[src/rirs_pkg.sv]
// ==========================================
// Register map and field layout
// ==========================================
package rirs_pkg;
    // Register indices; byte address is four times the index
    localparam logic [7:0] IDX_RX_MODE = 8'h1E;
    localparam logic [7:0] IDX_ROUTING = 8'h1F;
    localparam logic [7:0] IDX_FLAGS = 8'h20;
    localparam logic [7:0] IDX_ENABLES = 8'h21;
    localparam logic [7:0] IDX_TRIG_UP = 8'h22;
    localparam logic [7:0] IDX_TRIG_LO = 8'h23;
    localparam logic [7:0] IDX_BUF_CTRL = 8'h24;
    localparam logic [7:0] IDX_STATUS = 8'h25;
    localparam logic [7:0] IDX_ERR_EN = 8'h27;
    // Field positions
    localparam int POS_HOLD = 0;
    localparam int POS_PIN = 2;
    localparam int POS_DECODER_INPUT_SEL = 0;
    localparam int POS_PASSTHRU_SEL = 4;
    localparam int POS_SIDE = 0;
    localparam int POS_WIDTH = 1;
    localparam int POS_VIEW = 2;
    localparam int POS_LOCK = 6;
    localparam int FLG_RX_FAULT = 0;
    localparam int FLG_OVERRANGE = 1;
    localparam int FLG_USER_BUF = 3;
    localparam int FLG_CS_BUF = 4;
    localparam int FLG_QSUB = 5;
    localparam int FLG_UNLOCK = 7;
    // Implemented flag bits; 6 and 2 are reserved
    localparam logic [7:0] FLAG_IMPL = 8'hBB;
    // Writable bits of each control register
    localparam logic [7:0] RX_MODE_MASK = 8'h0F;
    localparam logic [7:0] ROUTING_MASK = 8'h77;
    localparam logic [7:0] BUF_CTRL_MASK = 8'hC7;
    localparam logic [7:0] ERR_EN_MASK = 8'h7F;
    // Sample-altering error bits; checksum errors excluded
    localparam logic [6:0] ERR_SAMPLE_MASK = 7'h1F;
    // Values after reset
    localparam logic [7:0] RST_RX_MODE = 8'h00;
    localparam logic [7:0] RST_ROUTING = 8'h00;
    localparam logic [7:0] RST_ENABLES = 8'h00;
    localparam logic [7:0] RST_TRIG = 8'h00;
    localparam logic [7:0] RST_BUF_CTRL = 8'h40;
    localparam logic [7:0] RST_ERR_EN = 8'h00;
    // Interrupt pin signalling codes
    typedef enum logic [1:0] {
        RIRS_PIN_HIGH = 2'b00,
        RIRS_PIN_LOW = 2'b01,
        RIRS_PIN_ODRAIN = 2'b10,
        RIRS_PIN_RSVD = 2'b11
    } rirs_pin_e;
    // Error sample policy codes
    typedef enum logic [1:0] {
        RIRS_HOLD_LAST = 2'b00,
        RIRS_HOLD_ZERO = 2'b01,
        RIRS_HOLD_PASS = 2'b10,
        RIRS_HOLD_RSVD = 2'b11
    } rirs_hold_e;
    // Trigger mode codes
    typedef enum logic [1:0] {
        RIRS_TRIG_RISE = 2'b00,
        RIRS_TRIG_FALL = 2'b01,
        RIRS_TRIG_LEVEL = 2'b10,
        RIRS_TRIG_RSVD = 2'b11
    } rirs_trig_e;
endpackage

[src/rirs_core.sv]
// Decided for this implementation: the APB register port.
`timescale 1ns/100ps
// Functional notes
// - Pin field: high, low, open-drain, reserved
// - Error policy: hold, zero, pass, reserved
// - Passthrough select routes input to output
// - Input select routes input to decoder
// - Flags stay set until read or disabled
// - Flag read returns then clears flags
// - Disabled flag always reads zero
// - Bit 7 unlock; bits 6,2 reserved
// - Bit 5 new subcode block
// - Bit 4 status buffer, bit 3 user
// - Bit 1 converter over-range
// - Bit 0 any enabled receiver error
// - Enable gates pin and flag, reset 0
// - Enable bit matches flag bit position
// - Two-bit trigger mode across two registers
// - Trigger: rise, fall, level, reserved
// - Pin level set by pin field and active flags
// - Lock algorithm field, default 01
// - Buffer view: status or user data
// - Buffer width: one or two bytes
// - Side select picks channel A or B
// - Status byte reports aux width
// - Only enabled errors alter samples
module rirs_core import rirs_pkg::*; (
    // Clock, enable and reset
    input wire logic pclk,
    input wire logic presetn,
    input wire logic clk_en,
    // APB slave
    input wire logic psel,
    input wire logic penable,
    input wire logic pwrite,
    input wire logic [7:0] paddr,
    input wire logic [31:0] pwdata,
    input wire logic [3:0] pstrb,
    output logic [31:0] prdata,
    output logic pready,
    output logic pslverr,
    // Receiver input pins and routing
    input wire logic [7:0] digital_audio_in,
    output logic passthru_out,
    output logic decoder_in,
    // Interrupt sources from receiver and converter
    input wire logic pll_unlock,
    input wire logic qsub_new,
    input wire logic cs_buf_update,
    input wire logic user_buf_update,
    input wire logic adc_overrange,
    input wire logic [6:0] rx_err,
    // Received samples
    input wire logic [23:0] rx_sample,
    input wire logic rx_sample_valid,
    output logic [23:0] sample_out,
    output logic sample_out_valid,
    // Channel status from decoder, A and B
    input wire logic [7:0] cs_info_a,
    input wire logic [7:0] cs_info_b,
    // Buffer and lock controls
    output logic [1:0] lock_algo_sel,
    output logic buf_view_sel,
    output logic cbuf_width_mode,
    output logic side_sel,
    // Interrupt pin, two signals
    output logic irq_pin_out,
    output logic irq_pin_oe_n
);
    // ==========================================
    // Control registers
    // ==========================================
    logic [7:0] rx_mode; // Pin and policy fields
    logic [7:0] rx_input_routing; // Mux selects
    logic [7:0] irq_flags; // Sticky flags
    logic [7:0] irq_enables; // Per-source enables
    logic [7:0] irq_trigger_upper; // Mode upper bits
    logic [7:0] irq_trigger_lower; // Mode lower bits
    logic [7:0] status_buffer_control; // Lock and view
    logic [7:0] received_status_byte; // Chosen side
    logic [7:0] rx_err_en; // Receiver error enables
    logic [7:0] pins_sync; // Synchronised pins
    logic [23:0] last_good; // Last error-free sample

    // ==========================================
    // APB decode
    // ==========================================
    wire [7:0] reg_idx = {2'b00, paddr[7:2]};
    wire acc = psel & penable;
    wire done = acc & pready;
    wire wr_lane = pwrite & pstrb[0];
    wire hit_mode = (reg_idx == IDX_RX_MODE);
    wire hit_route = (reg_idx == IDX_ROUTING);
    wire hit_flags = (reg_idx == IDX_FLAGS);
    wire hit_en = (reg_idx == IDX_ENABLES);
    wire hit_tup = (reg_idx == IDX_TRIG_UP);
    wire hit_tlo = (reg_idx == IDX_TRIG_LO);
    wire hit_buf = (reg_idx == IDX_BUF_CTRL);
    wire hit_stat = (reg_idx == IDX_STATUS);
    wire hit_erren = (reg_idx == IDX_ERR_EN);
    wire mapped = hit_mode | hit_route | hit_flags | hit_en | hit_tup
        | hit_tlo | hit_buf | hit_stat | hit_erren;
    wire do_wr = done & wr_lane & mapped;
    wire [7:0] wbyte = pwdata[7:0];
    // Flags seen by software: disabled bits read zero
    wire [7:0] flags_vis = irq_flags & irq_enables & FLAG_IMPL;

    // Read data selection
    wire [7:0] next_rbyte =
        hit_mode ? rx_mode :
        hit_route ? rx_input_routing :
        hit_flags ? flags_vis :
        hit_en ? irq_enables :
        hit_tup ? irq_trigger_upper :
        hit_tlo ? irq_trigger_lower :
        hit_buf ? status_buffer_control :
        hit_stat ? received_status_byte :
        hit_erren ? rx_err_en : 8'h00;

    // One wait state: answer lands on the second access cycle
    always_ff @(posedge pclk or negedge presetn) begin
        if (!presetn) begin
            pready <= 1'b0;
            pslverr <= 1'b0;
            prdata <= 32'h0000_0000;
        end else if (clk_en) begin
            pready <= acc & ~pready;
            pslverr <= acc & ~pready & ~mapped;
            // Snapshot taken here is what gets cleared later
            if (acc & ~pready) begin
                prdata <= {24'h00_0000, next_rbyte};
            end
        end
    end

    // ==========================================
    // Writable registers
    // ==========================================
    always_ff @(posedge pclk or negedge presetn) begin
        if (!presetn) begin
            rx_mode <= RST_RX_MODE;
            rx_input_routing <= RST_ROUTING;
            irq_enables <= RST_ENABLES;
            irq_trigger_upper <= RST_TRIG;
            irq_trigger_lower <= RST_TRIG;
            status_buffer_control <= RST_BUF_CTRL;
            rx_err_en <= RST_ERR_EN;
        end else if (clk_en && do_wr) begin
            // Writes land at the completing edge only
            if (hit_mode) rx_mode <= wbyte & RX_MODE_MASK;
            if (hit_route) rx_input_routing <= wbyte & ROUTING_MASK;
            if (hit_en) irq_enables <= wbyte & FLAG_IMPL;
            if (hit_tup) irq_trigger_upper <= wbyte & FLAG_IMPL;
            if (hit_tlo) irq_trigger_lower <= wbyte & FLAG_IMPL;
            if (hit_buf) status_buffer_control <= wbyte & BUF_CTRL_MASK;
            if (hit_erren) rx_err_en <= wbyte & ERR_EN_MASK;
        end
    end

    // Field extraction
    wire [1:0] hold_code = rx_mode[POS_HOLD +: 2];
    wire [1:0] pin_code = rx_mode[POS_PIN +: 2];
    wire [2:0] decoder_input_sel = rx_input_routing[POS_DECODER_INPUT_SEL +: 3];
    wire [2:0] passthru_sel = rx_input_routing[POS_PASSTHRU_SEL +: 3];

    // ==========================================
    // Control outputs and status byte
    // ==========================================
    always_ff @(posedge pclk or negedge presetn) begin
        if (!presetn) begin
            lock_algo_sel <= RST_BUF_CTRL[POS_LOCK +: 2];
            buf_view_sel <= 1'b0;
            cbuf_width_mode <= 1'b0;
            side_sel <= 1'b0;
            received_status_byte <= 8'h00;
        end else if (clk_en) begin
            lock_algo_sel <= status_buffer_control[POS_LOCK +: 2];
            buf_view_sel <= status_buffer_control[POS_VIEW];
            cbuf_width_mode <= status_buffer_control[POS_WIDTH];
            side_sel <= status_buffer_control[POS_SIDE];
            // Aux width in 7:4, reserved codes shown as received
            received_status_byte <= status_buffer_control[POS_SIDE]
                ? cs_info_b : cs_info_a;
        end
    end

    // ==========================================
    // Input selection
    // ==========================================
    rirs_sync8 u_pin_sync (
        .pclk(pclk),
        .presetn(presetn),
        .clk_en(clk_en),
        .async_in(digital_audio_in),
        .sync_out(pins_sync)
    );

    // Both selectors act independently on the same pins
    always_ff @(posedge pclk or negedge presetn) begin
        if (!presetn) begin
            passthru_out <= 1'b0;
            decoder_in <= 1'b0;
        end else if (clk_en) begin
            passthru_out <= pins_sync[passthru_sel];
            decoder_in <= pins_sync[decoder_input_sel];
        end
    end

    // ==========================================
    // Interrupt sources and sticky flags
    // ==========================================
    wire rx_fault_cond = |(rx_err & rx_err_en[6:0]);
    wire [7:0] cond_vec = {pll_unlock, 1'b0, qsub_new, cs_buf_update,
        user_buf_update, 1'b0, adc_overrange, rx_fault_cond};
    wire [7:0] trig_hit;

    // One detector per flag position
    genvar gi;
    generate
        for (gi = 0; gi < 8; gi++) begin : g_src
            rirs_trig_det u_det (
                .pclk(pclk),
                .presetn(presetn),
                .clk_en(clk_en),
                .cond(cond_vec[gi]),
                .mode({irq_trigger_upper[gi], irq_trigger_lower[gi]}),
                .hit(trig_hit[gi])
            );
        end
    endgenerate

    // Disabled sources never reach flag or pin
    wire [7:0] ev = trig_hit & irq_enables & FLAG_IMPL;
    wire flag_read = done & ~pwrite & hit_flags;
    // Clear only what software saw; new events win
    wire [7:0] clr_mask = flag_read ? prdata[7:0] : 8'h00;
    wire [7:0] next_flags = (irq_flags & ~clr_mask) | ev;

    always_ff @(posedge pclk or negedge presetn) begin
        if (!presetn) begin
            irq_flags <= 8'h00;
        end else if (clk_en) begin
            irq_flags <= next_flags & irq_enables;
        end
    end

    // ==========================================
    // Interrupt pin
    // ==========================================
    wire irq_active = |flags_vis;
    // Electrical level depends on the pin field and the visible flags
    wire next_pin_out = (pin_code == RIRS_PIN_HIGH) ? irq_active :
        (pin_code == RIRS_PIN_LOW) ? ~irq_active : 1'b0;
    wire next_pin_oe_n = (pin_code == RIRS_PIN_ODRAIN) ? ~irq_active :
        (pin_code == RIRS_PIN_RSVD);

    always_ff @(posedge pclk or negedge presetn) begin
        if (!presetn) begin
            irq_pin_out <= 1'b0;
            irq_pin_oe_n <= 1'b0;
        end else if (clk_en) begin
            irq_pin_out <= next_pin_out;
            irq_pin_oe_n <= next_pin_oe_n;
        end
    end

    // ==========================================
    // Error sample policy
    // ==========================================
    wire sample_err = |(rx_err & rx_err_en[6:0] & ERR_SAMPLE_MASK);
    // Reserved policy code passes samples, the least harmful choice
    wire [23:0] next_sample = !sample_err ? rx_sample :
        (hold_code == RIRS_HOLD_LAST) ? last_good :
        (hold_code == RIRS_HOLD_ZERO) ? 24'h00_0000 : rx_sample;

    always_ff @(posedge pclk or negedge presetn) begin
        if (!presetn) begin
            sample_out <= 24'h00_0000;
            sample_out_valid <= 1'b0;
            last_good <= 24'h00_0000;
        end else if (clk_en) begin
            sample_out_valid <= rx_sample_valid;
            if (rx_sample_valid) begin
                sample_out <= next_sample;
                if (!sample_err) last_good <= rx_sample;
            end
        end
    end
endmodule

[src/rirs_sync8.sv]
`timescale 1ns/100ps
// ==========================================
// Two-stage synchroniser for the input pins
// ==========================================
module rirs_sync8 import rirs_pkg::*; (
    // Clock and reset
    input wire logic pclk,
    input wire logic presetn,
    input wire logic clk_en,
    // Pins and synchronised copy
    input wire logic [7:0] async_in,
    output logic [7:0] sync_out
);
    logic [7:0] meta; // First stage, read only by second

    // Both stages freeze with the clock enable
    always_ff @(posedge pclk or negedge presetn) begin
        if (!presetn) begin
            meta <= 8'h00;
            sync_out <= 8'h00;
        end else if (clk_en) begin
            meta <= async_in;
            sync_out <= meta;
        end
    end
endmodule

[src/rirs_trig_det.sv]
`timescale 1ns/100ps
// ==========================================
// Per-source trigger detector
// ==========================================
module rirs_trig_det import rirs_pkg::*; (
    // Clock and reset
    input wire logic pclk,
    input wire logic presetn,
    input wire logic clk_en,
    // Condition and mode
    input wire logic cond,
    input wire logic [1:0] mode,
    output logic hit
);
    logic prev; // Condition one cycle ago

    // Previous value for arrival and removal detection
    always_ff @(posedge pclk or negedge presetn) begin
        if (!presetn) begin
            prev <= 1'b0;
        end else if (clk_en) begin
            prev <= cond;
        end
    end

    // Mode decode; reserved code never fires
    always_comb begin
        unique case (mode)
            RIRS_TRIG_RISE: hit = cond & ~prev;
            RIRS_TRIG_FALL: hit = ~cond & prev;
            RIRS_TRIG_LEVEL: hit = cond;
            RIRS_TRIG_RSVD: hit = 1'b0;
        endcase
    end
endmodule

[config.mk]
export PLATFORM = sky130hd
export DESIGN_NAME = rirs_core
export DESIGN_NICKNAME = d
export VERILOG_FILES = /design/src/rirs_pkg.sv /design/src/rirs_core.sv /design/src/rirs_sync8.sv /design/src/rirs_trig_det.sv
export SDC_FILE = /design/constraint.sdc
export NUM_CORES = 1
export LEC_CHECK = 0
export ABC_AREA = 0
export BUFFER_PORTS_ARGS = -buffer_cell sky130_fd_sc_hd__buf_2
export CAP_MARGIN = 20
export CORE_MARGIN = 1.5
export CORE_UTILIZATION = 37
export CTS_CLUSTER_SIZE = 24
export DETAILED_ROUTE_END_ITERATION = 16
export SLEW_MARGIN = 20
export SYNTH_ARGS = -nofsm -noshare
export SYNTH_HDL_FRONTEND = slang
export SYNTH_HIERARCHICAL = 1
export SYNTH_SLANG_ARGS = --single-unit
[constraint.sdc]
create_clock -name pclk -period 3.5 [get_ports pclk]
set_clock_uncertainty 0.15 [all_clocks]
set_input_delay 0.35 -clock pclk [delete_from_list [all_inputs] [get_ports pclk]]
set_output_delay 0.35 -clock pclk [all_outputs]
set_load 0.02 [all_outputs]
=== Word level (Yosys, flattened, before mapping) ===
Index checks and enable logic that the tools add are counted.

* Bits in registers: 146
* Input port bits: 111
* Output and inout bits: 68

* $lt $le $gt $ge: 2
* Equal/unequal tests: 31
* Muxes and demuxes: 27
* Bitwise gates (word level): 53
* Reduce and logical (&&, ||, !) cells: 22

{| class="wikitable"
|+ Operator list
! operator !! number
|-
| $mux 8 || 10
|-
| $mux 24 || 3
|-
| $eq 6x6->1 const B || 7
|-
| $and 8x8->8 || 4
|-
| $eq 2x2->1 const B || 14
|-
| $pmux 1 s4 || 6
|-
| $and 1x1->1 || 21
|-
| $reduce_and 2->1 || 9
|-
| $not 1->1 || 17
|-
| $eq 2x1->1 const B || 8
|-
| $logic_not 2->1 || 8
|-
| $eq 6x5->1 const B || 2
|-
| $lt 3x4->1 const B || 2
|-
| $not 8->8 || 1
|-
| $or 1x1->1 || 8
|-
| $or 8x8->8 || 1
|-
| $and 7x7->7 || 1
|-
| $mux 7 || 1
|-
| $reduce_or 7->1 || 1
|-
| $bmux 1 s3 || 2
|-
| $reduce_or 6->1 || 1
|-
| $mux 1 || 5
|-
| $reduce_or 5->1 || 1
|-
| $reduce_and 3->1 || 1
|-
| $logic_and 1x1->1 || 1
|}

=== Depth between registers and ports, before layout ===
* Word-level depth: 12
* Mapped depth: 7
* Depth with buffers taken out: 6

=== Cells and area by module ===
The synthesis kept the hierarchy.

{| class="wikitable"
|+ Modules (own cells, without submodules)
! module !! times used !! cells each !! area an instance (sq um) !! sequential area each (sq um)
|-
| rirs_core || 1 || 482 || 5761.8 || 3055.4
|-
| rirs_sync8 || 1 || 34 || 649.4 || 400.4
|-
| rirs_trig_det || 6 || 6 || 66.3 || 25.0
|}

=== Worst setup path before layout ===
OpenSTA, ideal clock, no wires.

* Path type: input to register
* Start point: in paddr[5]
* End point: reg irq_enables[0]
* Setup time: 128 ps
* Arrival time: 1962 ps
* Slack: 1261 ps
* Cell stages on the path: 5
* Cells stage by stage: or3b_1 -> clkbuf_1 -> or3_1 -> nor3b_4 -> mux2_1

* Longest elaborated chain between the ends: 12
* Elaborated cells on any way between the ends: 20
* Classes of those cells: 9 x eq/ne; 9 x bitwise; 2 x reduce/logical

{| class="wikitable"
|+ RTL lines
! what !! RTL line !! text
|-
| start: declaration || rirs_core.sv:36 || <nowiki>input wire logic [7:0] paddr,</nowiki>
|-
| $eq 6x5->1, on equally long branches || rirs_core.sv:92, rirs_core.sv:93 ||
|-
| $or 1x1->1 (4 in a row) || rirs_core.sv:101 || <nowiki>wire mapped = hit_mode | hit_route | hit_flags | hit_en | hit_tup</nowiki>
|-
| $or 1x1->1 (4 in a row) || rirs_core.sv:102 || <nowiki>| hit_tlo | hit_buf | hit_stat | hit_erren;</nowiki>
|-
| $and 1x1->1 || rirs_core.sv:103 || <nowiki>wire do_wr = done & wr_lane & mapped;</nowiki>
|-
| $logic_and 1x1->1 || rirs_core.sv:148 || <nowiki>end else if (clk_en && do_wr) begin</nowiki>
|-
| $reduce_and 2->1 (no line) (*) || -- ||
|-
| end signal: assignment || rirs_core.sv:152 || <nowiki>if (hit_en) irq_enables <= wbyte & FLAG_IMPL;</nowiki>
|-
| end: declaration || rirs_core.sv:76 || <nowiki>logic [7:0] irq_enables;</nowiki>
|}

Every way passes the cells marked *; elsewhere a longest branch is shown, timed or not.
A chain may end at the register's enable or synchronous reset.

=== Worst setup path after layout ===
* Start point: reg rx_err_en[4]
* End point: reg sample_out[9]

* Longest elaborated chain between the ends: 3

{| class="wikitable"
|+ RTL lines
! what !! RTL line !! text
|-
| start: declaration || rirs_core.sv:81 || <nowiki>logic [7:0] rx_err_en;</nowiki>
|-
| start signal: assignment || rirs_core.sv:156 || <nowiki>if (hit_erren) rx_err_en <= wbyte & ERR_EN_MASK;</nowiki>
|-
| $and 7x7->7 || rirs_core.sv:270 || <nowiki>wire sample_err = |(rx_err & rx_err_en[6:0] & ERR_SAMPLE_MASK);</nowiki>
|-
| $reduce_or 5->1 || rirs_core.sv:270 ||
|-
| $mux 24 || rirs_core.sv:272 || <nowiki>wire [23:0] next_sample = !sample_err ? rx_sample :</nowiki>
|-
| end signal: assignment || rirs_core.sv:284 || <nowiki>sample_out <= next_sample;</nowiki>
|-
| end: declaration || rirs_core.sv:56 || <nowiki>output logic [23:0] sample_out,</nowiki>
|}

No other way between the ends.

==> summary.txt <==
GRT
  – Vias in the first global route: 5125
  – First-pass GRT wire length: 27.7 mm
  – Grt ovf: 0
  – Largest net degree at the start of global routing: 75
  – Initial antenna violation count: 1
  – All-Layer GR Usage: 18.4%

Detailed routing
  – Initial drt markers: 296
  – Mean routed wirelength per cell: 18.6 um
  – DRC viols: 0
  – 1st-pass router iterations: 4
  – Total Wirelength: 17.2 mm
  – Post-DRT Antenna Nets: 0
  – DR vias/cell: 5.38
  – Detailed-route via count: 4973

Clock tree
  – Htree depth: 4
  – Clk buf depth: 2
  – Clk sink count: 144
  – CTS tree: built
  – Clock-pin slew on the worst setup and hold paths: 0.06 ns
  – CTS root buf: clkbuf_16
  – Total CTS buffers: 17
  – Clock latency on the worst-skew pair: 0.42 ns
  – # resized after CTS: 0

STA
  – Worst Tran Pin Value: 0.822 ns
  – Fmax: 408 MHz
  – Setup violations, final: 0
  – Final Hold Viols: 0
  – RSZ-0062 raised after global routing: false
  – Setup TNS: 0 ns
  – Post-layout min period: 2.45 ns
  – Fin crit share: 70.0%
  – Slew margin rel.: 45.2%
  – Slew Limit Fails: 0

Placed design
  – Dpl hpwl: 12.0 mm
  – Gp weighted congestion: 0.852
  – Port Buf Inserts: 125
  – Placed cell count: 884

Setup path
  – Crit path launch: rx_err_en[4]
  – CP Capture Type: flop
  – CP dominant cell by count: buf_4
  – Critical Path Slowest Stage Cell: a222oi_1
  – Worst EP arrival: 2.60 ns
  – Crit path cell chain: a222oi_1, nand2_1, nand2b_1, buf_4, nor3_2, buf_4, a221o_1
  – WP data required: 3.65 ns
  – CP max stage delay: 0.53 ns
  – Highest fanout seen on the critical path: 25
  – CP Launch Type: flop
  – FF-to-FF Start: rx_err_en[4]
  – Crit Path Category: flop to flop

Cells and area
  – Area growth syn-to-layout: 21.7%
  – Final Non-Filler Cells: 925
  – Fillers: 1668
  – Share of layout cells above drive strength 1: 38.2%
  – Final #Nets: 794
  – Diode count: 0

Flow run
  – Max_cap viols: 0

Floorplan
  – Initial Util: 37.8%
  – Ports: 179
  – Die area: 19200 sq um
  – Chip width: 139 um
  – Core area: 18000 sq um
  – Rows: 49
  – Die Ht: 139 um

Logic synthesis
  – Seq/Total Area, Yosys: 53.0%
  – Synth Flop Type: dfrtp_1
  – #FFs+latches synth: 144
  – Syn avg cell area: 12.3 sq um
  – Asr flop ratio synth: 100%
  – Synth Instances: 552
  – Synth Cell Area: 6810 sq um
  – Post-synth EDFFs: 0
  – Synth area leaders: dfrtp_1 52%, mux2_2 12%, a221o_1 3.7%
  – Largest area contributor in the netlist: dfrtp_1
  – Yosys warning count: 6
  – Synth cell types: 53
  – Post-synth top area share: 52.2%

Power and ir drop
  – PD cells: 524 nW/um^2
  – P_leak: 4.00 nW
  – VDD IR max: 421 uV

Worst hold path
  – Hold crit path type: input port to flop
  – Hold_sp: digital_audio_in[2]

Outcome
  – Outcome: completed
-- cell type report --
class                      count  area [sq um]  share of cell area [%]
multi-input combinational    370          2950                    35.6
clock inverter                13           184                    2.22
sequential                   144          3610                    43.5
tap                          229           287                    3.46
inverter                       9          33.8                   0.408
clock buffer                  19           443                    5.34
timing repair buffer         141           787                    9.49
-- metrics by stage --
stage / hold WS (ns) / total power, mW / setup slack, ns / util (%) / instance area (sq um)
after global placement: 0.271 / 2.41 / 0.885 / 42.0 / 7570
after CTS: 0.000378 / 4.39 / 1.06 / 46.0 / 8290
after detailed placement: 0.280 / 2.44 / 0.851 / 42.0 / 7570
after floorplan: -0.0956 / 2.23 / 1.26 / - / 6900
final: 0.0131 / 4.34 / 1.05 / 46.0 / 8290
after global routing: 0.00207 / 4.53 / 0.980 / 46.0 / 8290
-- timing repair --
action,in CTS,in global routing
endpoints found under the hold margin,81,0
hold buffers,9,0
setup buffers,0,0
-- synthesized netlist by cell type (2+ instances only) --
master,n
a211o_1,3
a211oi_1,5
a21bo_2,2
a21oi_1,27
a221o_1,25
a221oi_1,2
a22oi_1,7
a2bb2oi_1,2
a32o_1,3
and2_1,3
and3_1,28
buf_2,2
buf_4,24
clkbuf_1,23
dfrtp_1,142
dfstp_2,2
inv_1,9
mux2_1,6
mux2_2,74
mux2_4,16
mux2i_1,13
mux4_2,4
nand2_1,21
nand2b_1,10
nand3_1,3
nand3b_1,6
nand4_1,2
nor2_1,22
nor2_2,2
nor2b_1,12
nor3_1,4
nor4_1,2
o211ai_1,2
o21ai_0,13
o221ai_1,2
o22ai_1,11
or3_1,2
-- cell usage in the layout, fill, tap and decap left out, types with 9 or more instances in the layout --
master	synthesis	layout
dfrtp_1	142	142
buf_2	2	124
mux2_2	74	74
and3_1	28	28
a21oi_1	27	27
a221o_1	25	25
conb_1	1	24
nor2_1	22	22
nand2_1	21	21
clkbuf_16	0	17
mux2_4	16	16
o21ai_0	13	13
mux2i_1	13	13
nor2b_1	12	12
o22ai_1	11	11
nand2b_1	10	10
inv_1	9	9
dlygate4sd3_1	0	9
-- cell families after synthesis --
group                     share of synthesized area, %
DFF                                               53.0
and+or+nand+nor                                   10.1
muxes                                             20.0
other                                           0.0551
xor gates and xnor gates                         0.129
buffers and inverters                             5.07
AOI/OAI and AO/OA                                 11.7
-- routing by layer --
metal,track usage (%),share of wire [%],routed length [um]
met1,23.0,42,7290
met2,29.9,48,8250
met3,7.32,8.6,1480
met4,4.93,1.3,223
met5,0,0.041,7
-- final timing paths --
check	endpoint	slack (ns)	depth (start not counted)
max	sample_out[9]	1.05	7
min	u_pin_sync/meta[2]	0.01	2
max reg2reg	sample_out[9]	1.05	7
min reg2reg	prdata[6]	0.34	2
max in group asynchronous	lock_algo_sel[0]	1.96	3
min in group asynchronous	irq_enables[5]	0.37	2
-- critical path, delay by kind of cell (launching register included) --
kind	cells	cell delay [ns]
flops	1	0.43
compound gates	2	0.86
buf+inv	2	0.48
simple gates	3	0.40
-- report_power, final --
group          switching [mW]  internal (mW)  total (mW)
Sequential             0.0850           1.80        1.88
Clock                   0.716           1.21        1.93
Combinational           0.293          0.236       0.529
-- sequential cells by signal, indices dropped and copies added (netlist names), 2 cells and up --
name                   flops
g_src.u_det/prev           6
irq_enables                6
irq_flags                  6
irq_trigger_lower          6
irq_trigger_upper          6
last_good                 24
lock_algo_sel              2
prdata                     8
received_status_byte       8
rx_err_en                  7
rx_input_routing           6
rx_mode                    4
sample_out                24
status_buffer_control      5
u_pin_sync/meta            8
u_pin_sync/sync_out        8
No activity file was read; power rests on OpenSTA's default activity.
